<file path="src/design/scc_pkg.sv">
package scc_pkg;

  // ==========================================================
  // Register map (byte addresses)
  localparam logic [7:0] SCC_CTRL_OFS = 8'h00;
  localparam logic [7:0] SCC_STAT_OFS = 8'h08;
  localparam logic [7:0] SCC_POLY_OFS = 8'h10;
  localparam logic [7:0] SCC_RXCK_OFS = 8'h14;
  localparam logic [7:0] SCC_TXCK_OFS = 8'h18;
  localparam logic [7:0] SCC_ACFG_OFS = 8'h1c;
  localparam logic [7:0] SCC_APRE_OFS = 8'h20;

  // ==========================================================
  // Field positions
  localparam int SCC_CTRL_CKEN_BIT = 13;
  localparam int SCC_CTRL_FFS_BIT = 11;
  localparam int SCC_STAT_BUSY_BIT = 7;
  localparam int SCC_ACFG_ASYNC_BIT = 12;
  localparam int SCC_ACFG_MODE_BIT = 11;
  localparam int SCC_ACFG_EN_BIT = 10;
  localparam int SCC_ACFG_ROLE_LSB = 8;
  localparam int SCC_ACFG_SYNC_BIT = 7;
  localparam int SCC_ACFG_STD_LSB = 4;
  localparam int SCC_ACFG_CPOL_BIT = 3;
  localparam int SCC_ACFG_SLEN_LSB = 1;
  localparam int SCC_ACFG_CHANNEL_LENGTH_BIT = 0;
  localparam int SCC_APRE_MASTER_CLOCK_OUTPUT_ENABLE_BIT = 9;
  localparam int SCC_APRE_ODD_BIT = 8;

  // ==========================================================
  // Writable bit masks and reset values
  localparam logic [15:0] SCC_CTRL_MASK = 16'h2800;
  localparam logic [15:0] SCC_ACFG_MASK = 16'h1fbf;
  localparam logic [15:0] SCC_APRE_MASK = 16'h03ff;
  localparam logic [15:0] SCC_POLY_RESET = 16'h0007;
  localparam logic [15:0] SCC_ACFG_RESET = 16'h0000;
  localparam logic [15:0] SCC_APRE_RESET = 16'h0002;
  localparam logic [15:0] SCC_CKSUM_RESET = 16'h0000;

  // ==========================================================
  // Encodings
  typedef enum logic [1:0] {
    SCC_SLAVE_TX,
    SCC_SLAVE_RX,
    SCC_MASTER_TX,
    SCC_MASTER_RX
  } scc_role_t;

  typedef enum logic [1:0] {
    SCC_STD_PHILIPS,
    SCC_STD_MSB_JUST,
    SCC_STD_LSB_JUST,
    SCC_STD_PCM
  } scc_std_t;

  localparam logic [1:0] SCC_SLEN_16 = 2'h0;

  // One shift of the checksum; narrow mode keeps the high byte at zero
  function automatic logic [15:0] scc_crc_step(input logic [15:0] crc,
                                               input logic [15:0] poly,
                                               input logic din,
                                               input logic wide);
    logic fb;
    logic [15:0] nxt;
    fb = din ^ (wide ? crc[15] : crc[7]);
    nxt = {crc[14:0], 1'b0} ^ (fb ? poly : 16'h0000);
    return wide ? nxt : {8'h00, nxt[7:0]};
  endfunction

  // Byte-lane merge of a 16-bit register, reserved bits held at zero
  function automatic logic [15:0] scc_merge(input logic [15:0] old,
                                            input logic [15:0] wdat,
                                            input logic [1:0] sel,
                                            input logic [15:0] mask);
    logic [15:0] m;
    m = {sel[1] ? wdat[15:8] : old[15:8], sel[0] ? wdat[7:0] : old[7:0]};
    return m & mask;
  endfunction

endpackage

</file>
<file path="src/design/scc_crc_if.sv">
interface scc_crc_if;
  import scc_pkg::*;
  logic clear;
  logic enable;
  logic wide;
  logic bit_valid;
  logic bit_val;
  logic [15:0] poly;
  logic [15:0] value;

  modport ctrl (output clear, output enable, output wide, output bit_valid,
                output bit_val, output poly, input value);
  modport engine (input clear, input enable, input wide, input bit_valid,
                  input bit_val, input poly, output value);
endinterface

</file>
<file path="src/design/scc_config_top.sv">
// Chosen here: the Wishbone register port.
module scc_config_top
  import scc_pkg::*;
(
  // Clock and reset
  input wire logic CLOCK,
  input wire logic RESET_N,
  // Wishbone slave
  input wire logic WB_CYC_I,
  input wire logic WB_STB_I,
  input wire logic WB_WE_I,
  input wire logic [7:0] WB_ADR_I,
  input wire logic [3:0] WB_SEL_I,
  input wire logic [31:0] WB_DAT_I,
  output logic [31:0] WB_DAT_O,
  output logic WB_ACK_O,
  // Shift engine bit strobes
  input wire logic RX_BIT_VALID,
  input wire logic RX_BIT,
  input wire logic TX_BIT_VALID,
  input wire logic TX_BIT,
  input wire logic PORT_BUSY,
  // Audio serial pins, sampled synchronously
  input wire logic AUDIO_CLK_IN,
  input wire logic WORD_SELECT_IN,
  // Configuration outputs
  output logic FRAME_16BIT,
  output logic AUDIO_ENABLED,
  output logic AUDIO_MASTER,
  output logic AUDIO_TRANSMIT,
  output logic [1:0] AUDIO_STANDARD,
  output logic FRAME_SYNC_LONG,
  output logic CLOCK_IDLE_HIGH,
  output logic [1:0] SAMPLE_LENGTH,
  output logic CHANNEL_32BIT,
  output logic MCLK_OUT_EN,
  output logic [8:0] CLOCK_DIVIDER,
  output logic TRANSFER_STARTED
);

  typedef struct packed {
    logic ack;
    logic [31:0] rdata;
    logic checksum_enable;
    logic frame_format_select;
    logic [15:0] generator_polynomial;
    logic [15:0] acfg;
    logic [15:0] apre;
    logic ws_prev;
    logic clk_prev;
    logic armed;
    logic started;
    logic audio_on;
    logic master;
    logic transmit;
    logic [1:0] standard;
    logic sync_long;
    logic idle_high;
    logic [1:0] slen;
    logic ch32;
    logic mclk_oe;
    logic [8:0] divider;
  } scc_state_t;

  scc_state_t s_reg;
  scc_state_t s_next;

  scc_crc_if rx_if ();
  scc_crc_if tx_if ();

  logic req;
  logic do_wr;
  logic ck_clear;
  logic [15:0] wdat;

  // ==========================================================
  // Bus request decode
  assign req = WB_CYC_I && WB_STB_I;
  // Write lands on the same edge the master sees ack
  assign do_wr = req && WB_WE_I && s_reg.ack;
  assign wdat = WB_DAT_I[15:0];
  assign ck_clear = do_wr && (WB_ADR_I == SCC_CTRL_OFS) && WB_SEL_I[1]
                    && wdat[SCC_CTRL_CKEN_BIT];

  // ==========================================================
  // Checksum engines; idle in audio mode
  assign rx_if.clear = ck_clear;
  assign rx_if.enable = s_reg.checksum_enable && !s_reg.acfg[SCC_ACFG_MODE_BIT];
  assign rx_if.wide = s_reg.frame_format_select;
  assign rx_if.bit_valid = RX_BIT_VALID;
  assign rx_if.bit_val = RX_BIT;
  assign rx_if.poly = s_reg.generator_polynomial;

  assign tx_if.clear = ck_clear;
  assign tx_if.enable = s_reg.checksum_enable && !s_reg.acfg[SCC_ACFG_MODE_BIT];
  assign tx_if.wide = s_reg.frame_format_select;
  assign tx_if.bit_valid = TX_BIT_VALID;
  assign tx_if.bit_val = TX_BIT;
  assign tx_if.poly = s_reg.generator_polynomial;

  scc_crc_engine u_rx_crc (
    .clk(CLOCK),
    .rst_n(RESET_N),
    .crc(rx_if.engine)
  );

  scc_crc_engine u_tx_crc (
    .clk(CLOCK),
    .rst_n(RESET_N),
    .crc(tx_if.engine)
  );

  // ==========================================================
  // Next state
  always_comb
  begin
    logic audio_on;
    logic slave;
    logic ws_edge_ok;
    logic clk_edge;
    scc_role_t role;
    audio_on = 1'b0;
    slave = 1'b0;
    ws_edge_ok = 1'b0;
    clk_edge = 1'b0;
    role = scc_role_t'(s_reg.acfg[SCC_ACFG_ROLE_LSB +: 2]);
    s_next = s_reg;

    // Single-wait classic cycle: ack one cycle after request, then dropped
    s_next.ack = req && !s_reg.ack;
    s_next.rdata = 32'h0000_0000;
    if (req && !s_reg.ack && !WB_WE_I)
    begin
      // Unmapped addresses read zero and still ack
      if (WB_ADR_I == SCC_CTRL_OFS)
      begin
        s_next.rdata[SCC_CTRL_CKEN_BIT] = s_reg.checksum_enable;
        s_next.rdata[SCC_CTRL_FFS_BIT] = s_reg.frame_format_select;
      end
      else if (WB_ADR_I == SCC_STAT_OFS)
        s_next.rdata[SCC_STAT_BUSY_BIT] = PORT_BUSY;
      else if (WB_ADR_I == SCC_POLY_OFS)
        s_next.rdata[15:0] = s_reg.generator_polynomial;
      else if (WB_ADR_I == SCC_RXCK_OFS)
        s_next.rdata[15:0] = rx_if.value;
      else if (WB_ADR_I == SCC_TXCK_OFS)
        s_next.rdata[15:0] = tx_if.value;
      else if (WB_ADR_I == SCC_ACFG_OFS)
        s_next.rdata[15:0] = s_reg.acfg & SCC_ACFG_MASK;
      else if (WB_ADR_I == SCC_APRE_OFS)
        s_next.rdata[15:0] = s_reg.apre & SCC_APRE_MASK;
    end

    if (do_wr)
    begin
      if (WB_ADR_I == SCC_CTRL_OFS)
      begin
        if (WB_SEL_I[1])
        begin
          s_next.checksum_enable = wdat[SCC_CTRL_CKEN_BIT];
          s_next.frame_format_select = wdat[SCC_CTRL_FFS_BIT];
        end
      end
      else if (WB_ADR_I == SCC_POLY_OFS)
        s_next.generator_polynomial = scc_merge(s_reg.generator_polynomial, wdat,
                                                WB_SEL_I[1:0], 16'hffff);
      else if (WB_ADR_I == SCC_ACFG_OFS)
        s_next.acfg = scc_merge(s_reg.acfg, wdat, WB_SEL_I[1:0], SCC_ACFG_MASK);
      else if (WB_ADR_I == SCC_APRE_OFS)
        // Prescaler 0/1 is stored as written; software keeps clear of it
        s_next.apre = scc_merge(s_reg.apre, wdat, WB_SEL_I[1:0], SCC_APRE_MASK);
    end

    // Registered configuration outputs
    audio_on = s_reg.acfg[SCC_ACFG_MODE_BIT] && s_reg.acfg[SCC_ACFG_EN_BIT];
    slave = (role == SCC_SLAVE_TX) || (role == SCC_SLAVE_RX);
    s_next.audio_on = audio_on;
    s_next.master = !slave;
    s_next.transmit = (role == SCC_SLAVE_TX) || (role == SCC_MASTER_TX);
    s_next.standard = s_reg.acfg[SCC_ACFG_STD_LSB +: 2];
    s_next.sync_long = s_reg.acfg[SCC_ACFG_SYNC_BIT]
                       && (s_reg.acfg[SCC_ACFG_STD_LSB +: 2] == SCC_STD_PCM);
    s_next.idle_high = s_reg.acfg[SCC_ACFG_CPOL_BIT];
    // Code 11 is passed through untouched; software never writes it
    s_next.slen = s_reg.acfg[SCC_ACFG_SLEN_LSB +: 2];
    s_next.ch32 = (s_reg.acfg[SCC_ACFG_SLEN_LSB +: 2] != SCC_SLEN_16)
                  || s_reg.acfg[SCC_ACFG_CHANNEL_LENGTH_BIT];
    s_next.mclk_oe = audio_on && !slave && s_reg.apre[SCC_APRE_MASTER_CLOCK_OUTPUT_ENABLE_BIT];
    s_next.divider = {s_reg.apre[7:0], s_reg.apre[SCC_APRE_ODD_BIT]};

    // Slave start detection
    s_next.ws_prev = WORD_SELECT_IN;
    s_next.clk_prev = AUDIO_CLK_IN;
    clk_edge = AUDIO_CLK_IN != s_reg.clk_prev;
    if (s_reg.acfg[SCC_ACFG_STD_LSB +: 2] == SCC_STD_PHILIPS)
      ws_edge_ok = s_reg.ws_prev && !WORD_SELECT_IN;
    else
      ws_edge_ok = !s_reg.ws_prev && WORD_SELECT_IN;

    if (!audio_on)
    begin
      s_next.armed = 1'b0;
      s_next.started = 1'b0;
    end
    else if (!slave)
      s_next.started = 1'b1;
    else if (!s_reg.started)
    begin
      if (s_reg.acfg[SCC_ACFG_ASYNC_BIT])
        s_next.started = clk_edge;
      else
      begin
        // Armed by the word-select edge, launched by the next clock edge
        if (ws_edge_ok)
          s_next.armed = 1'b1;
        s_next.started = s_reg.armed && clk_edge;
      end
    end
  end

  always_ff @(posedge CLOCK or negedge RESET_N)
  begin
    if (!RESET_N)
    begin
      s_reg <= '0;
      s_reg.generator_polynomial <= SCC_POLY_RESET;
      s_reg.acfg <= SCC_ACFG_RESET;
      s_reg.apre <= SCC_APRE_RESET;
      s_reg.divider <= {SCC_APRE_RESET[7:0], 1'b0};
    end
    else
      s_reg <= s_next;
  end

  // ==========================================================
  // Outputs
  assign WB_ACK_O = s_reg.ack;
  assign WB_DAT_O = s_reg.rdata;
  assign FRAME_16BIT = s_reg.frame_format_select;
  assign AUDIO_ENABLED = s_reg.audio_on;
  assign AUDIO_MASTER = s_reg.master;
  assign AUDIO_TRANSMIT = s_reg.transmit;
  assign AUDIO_STANDARD = s_reg.standard;
  assign FRAME_SYNC_LONG = s_reg.sync_long;
  assign CLOCK_IDLE_HIGH = s_reg.idle_high;
  assign SAMPLE_LENGTH = s_reg.slen;
  assign CHANNEL_32BIT = s_reg.ch32;
  assign MCLK_OUT_EN = s_reg.mclk_oe;
  assign CLOCK_DIVIDER = s_reg.divider;
  assign TRANSFER_STARTED = s_reg.started;
endmodule

</file>
<file path="src/design/scc_crc_engine.sv">
module scc_crc_engine
  import scc_pkg::*;
(
  // Clock and reset
  input wire logic clk,
  input wire logic rst_n,
  // Checksum channel
  scc_crc_if.engine crc
);

  typedef struct packed {
    logic [15:0] value_reg;
  } scc_crc_state_t;

  scc_crc_state_t s_reg;
  scc_crc_state_t s_next;

  // ==========================================================
  // Accumulator
  always_comb
  begin
    s_next = s_reg;
    if (crc.clear)
    begin
      s_next.value_reg = SCC_CKSUM_RESET;
    end
    else if (crc.enable && crc.bit_valid)
    begin
      s_next.value_reg = scc_crc_step(s_reg.value_reg, crc.poly, crc.bit_val, crc.wide);
    end
  end

  always_ff @(posedge clk or negedge rst_n)
  begin
    if (!rst_n)
      s_reg <= '{value_reg: SCC_CKSUM_RESET};
    else
      s_reg <= s_next;
  end

  assign crc.value = s_reg.value_reg;
endmodule

</file>
<file path="config.mk">
export PLATFORM = sky130hd
export DESIGN_NAME = scc_config_top
export DESIGN_NICKNAME = d
export VERILOG_FILES = /design/src/design/scc_pkg.sv /design/src/design/scc_crc_if.sv /design/src/design/scc_config_top.sv /design/src/design/scc_crc_engine.sv
export SDC_FILE = /design/constraint.sdc
export NUM_CORES = 1
export LEC_CHECK = 0
export CORE_AREA = 5 5 150 95
export DETAILED_ROUTE_END_ITERATION = 12
export DIE_AREA = 0 0 155 100
export DONT_BUFFER_PORTS = 1
export PLACE_DENSITY = 0.58
export SYNTH_ARGS = -nofsm -noshare
export SYNTH_HDL_FRONTEND = slang
export SYNTH_SLANG_ARGS = --single-unit
</file>
<file path="constraint.sdc">
create_clock -name CLOCK -period 1.95 [get_ports CLOCK]
set_input_delay 0.39 -clock CLOCK [delete_from_list [all_inputs] [get_ports CLOCK]]
set_output_delay 0.39 -clock CLOCK [all_outputs]
set_load 0.05 [all_outputs]
</file>
==> flow_summary.json <==
{
  "async_flop_share": 1.00,
  "violations": "negative hold slack",
  "boundaryPins": 111,
  "met1_length_microns": 6870,
  "insertion_delay_ns": 0.42,
  "hold_viol": 113,
  "r2r_start": "WB_ACK_O",
  "synth_common_cells": "dfrtp_1, buf_4, nand2_1",
  "ant_nets": 0,
  "clkTransAtPathRegs_ns": 0.06,
  "finalSetupViolCount": 0,
  "yosysWarnings": 0,
  "yosysTopAreaCell": "dfrtp_1",
  "grt_pass1_wl_microns": 23100,
  "r2r_end": "s_next[11]",
  "root_buffer": "clkbuf_16",
  "max_freq_mhz": 580,
  "synthFlopType": "dfrtp_1",
  "syn-instance-count": 522,
  "fill_cells": 1105,
  "hold_buffers": 2,
  "hp-class": "in2async",
  "cts_buffers": 17,
  "fin_skew_ns": 0.0205,
  "wl_per_cell_microns": 21.1,
  "ys_ff_latch": 113,
  "clkSinkCount": 113,
  "synth_top_area_share": 0.486,
  "post-route-min-period_ns": 1.72,
  "crit_required_ns": 2.25,
  "grtUsageTotal": 0.195,
  "hpwl_microns": 10300,
  "finalWorstSetupSlack_ns": 0.225,
  "cts.htree.levels": 4,
  "cts_tree": "done",
  "dp_cells": 659,
  "cts_max_path_buffers": 2,
  "grt_max_degree": 114,
  "cp_max_fo": 5,
  "floorplan.core_area_sq_mm": 0.0126,
  "synth_top_family_by_area": "compound AO/OA/AOI/OAI gates",
  "first_iter_violations": 326,
  "peakVddDrop_v": 0.000460,
  "synth_cell_types": 49,
  "drc": 0,
  "r2r_cells": 5,
  "critPathArrivalTime_ns": 2.03,
  "outcome": "finished with violations",
  "hold_ws_ns": -0.334,
  "report.final.slew_viol_count": 0,
  "synth_compound_area_frac": 0.137,
  "gr-total-overflow": 0,
  "ys_seq_area_frac": 0.509,
  "synth.cell_area_sq_mm": 0.00557,
  "dr.pass1.iters": 5,
  "drv_cap": 0,
  "critPathKind": "reg2reg",
  "num-nets-final": 566,
  "syn_avg_cell_area_sq_um": 10.7,
  "synth-simple-area-share": 0.123,
  "drive_above_1_share": 0.205,
  "antenna_found_initial": 0,
  "yosysMostFrequentCell": "dfrtp_1",
  "finalCritPeriodShare": 0.885,
  "yosys-mux-area-fraction": 0.0924,
  "rrSetupSlack_ns": 0.23,
  "die_x_microns": 155,
  "worst_pin_slew_ns": 0.535,
  "place_ws_ns": -0.0960,
  "cts_setup_buffers": 0,
  "synthAdderAreaFrac": 0,
  "cellPowerDensity_mw_per_mm2": 915,
  "crit_path_start_kind": "register",
  "numPortBuffers": 0,
  "end_kind": "register",
  "antenna_cells": 0,
  "instances_no_fill": 693,
  "ys_top_cells_by_area": "dfrtp_1, mux2_2, buf_4",
  "wl_met2_microns": 6260,
  "dieArea_sq_mm": 0.0155,
  "rows": 32,
  "viasPerCell": 5.69,
  "chipHeight_microns": 100,
  "initial_core_util": 0.441,
  "vias": 3945,
  "synth_edf_count": 0,
  "routed_wl_microns": 14600,
  "grt_pass1_vias": 3859,
  "area_delta_synth_final_pct": 11.5,
  "rsz0062_at_grt": "false",
  "synth_xor_area_frac": 0.0503,
  "slowest_delay_ns": 0.41,
  "crit_slowest_cell": "dfrtp_1",
  "place.gp.congestion": 0.874,
  "p_leak_nw": 2.82,
  "cp_cell_sequence": "nand4_1 -> nor2_1 -> and4_1 -> buf_4 -> mux2_2",
  "slew-limit-headroom": 0.643,
  "top_layer": "met4",
  "wl_met3_microns": 1430
}
==> worst max-delay path by stage <==
stage                start                     to  slack (ns)  cells after the start
2_1_floorplan  FRAME_16BIT  u_rx_crc.crc.value[2]        0.04                      6
3_3_place_gp   WB_ADR_I[5]            WB_DAT_O[7]       -0.07                      7
3_5_place_dp   WB_ADR_I[5]            WB_DAT_O[1]        -0.1                      6
4_1_cts        FRAME_16BIT  u_tx_crc.crc.value[5]        0.04                      5
5_1_grt        FRAME_16BIT  u_tx_crc.crc.value[5]        0.09                      5
6_report          WB_ACK_O             s_next[11]        0.23                      5
==> where the power goes <==
| group | internal [mW] | switching (mW) | leakage (nW) |
|---|---|---|---|
| clock | 2.03 | 1.07 | 0.291 |
| sequential | 2.36 | 0.0161 | 1.55 |
| combinational | 0.0541 | 0.143 | 0.979 |
| total | 4.45 | 1.23 | 2.82 |
==> through the flow <==
| step | total power [mW] | setup TNS (ns) | utilization | hold slack (ns) | instance area, sq um |
|---|---|---|---|---|---|
| final | 5.68 | 0 | 0.492 | -0.334 | 6210 |
| after global routing | 5.87 | 0 | 0.492 | -0.349 | 6210 |
| after CTS | 5.72 | 0 | 0.491 | -0.343 | 6190 |
| after detailed placement | 2.61 | -0.910 | 0.443 | 0.0988 | 5580 |
| after global placement | 2.60 | -0.977 | 0.443 | 0.0991 | 5580 |
| after floorplan | 2.60 | 0 | - | 0.0944 | 5620 |
==> cell type report <==
| class | count | area, sq um | share of cell area |
|---|---|---|---|
| clock inverter | 11 | 140 | 0.0226 |
| timing repair buffer | 26 | 225 | 0.0363 |
| clock buffer | 21 | 450 | 0.0726 |
| tap | 170 | 213 | 0.0343 |
| multi-input combinational | 344 | 2310 | 0.373 |
| sequential | 113 | 2830 | 0.457 |
| inverter | 8 | 30.0 | 0.00484 |
==> layer usage <==
layer | global-route usage | vias to the layer above
li1 | - | 1765
met1 | 0.292 | 1984
met2 | 0.272 | 192
met3 | 0.0633 | 4
met4 | 0.0482 | 0
met5 | 0 | -
==> worst max-delay path, delay by kind of cell, from the launching register on <==
kind,cells,cell delay (ns)
mux,1,0.33
buf+inv,1,0.16
flops,1,0.41
simple gates,3,0.72
==> kinds of logic (layout without fill, tap and decap cells) <==
family,after synthesis,after routing
simple gates,141,141
buf+inv,80,66
xor+xnor,32,32
other cells,1,16
mux,44,44
compound gates,111,111
flops,113,113
==> repair_timing <==
item                                    4_1_cts  5_1_grt
endpoints found under the hold margin       115      113
resized for setup                             0        2
endpoints found under the setup margin        0        9
==> cells in the final DEF (no fill, tap or decap), types with 2 or more instances in the layout <==
master / n
dfrtp_1: 108
nand2_1: 43
nor2_1: 39
mux2_2: 39
o21ai_0: 28
a211oi_1: 26
buf_4: 22
clkbuf_16: 17
a22oi_1: 16
conb_1: 16
xor2_1: 15
xnor2_1: 15
nor3_1: 13
nand2b_1: 13
a21o_1: 13
a32oi_1: 10
inv_1: 8
a21oi_1: 6
and3_1: 6
dfstp_2: 5
nand3_1: 5
clkinv_2: 5
o22ai_1: 4
or3_1: 3
and4_1: 3
mux2i_1: 3
clkbuf_1: 3
bufinv_16: 3
and2_1: 2
mux4_2: 2
nand3b_1: 2
nand2_2: 2
xnor2_2: 2
clkinv_4: 2
dlygate4sd3_1: 2
buf_12: 2
(Power assumes the default switching activity.)
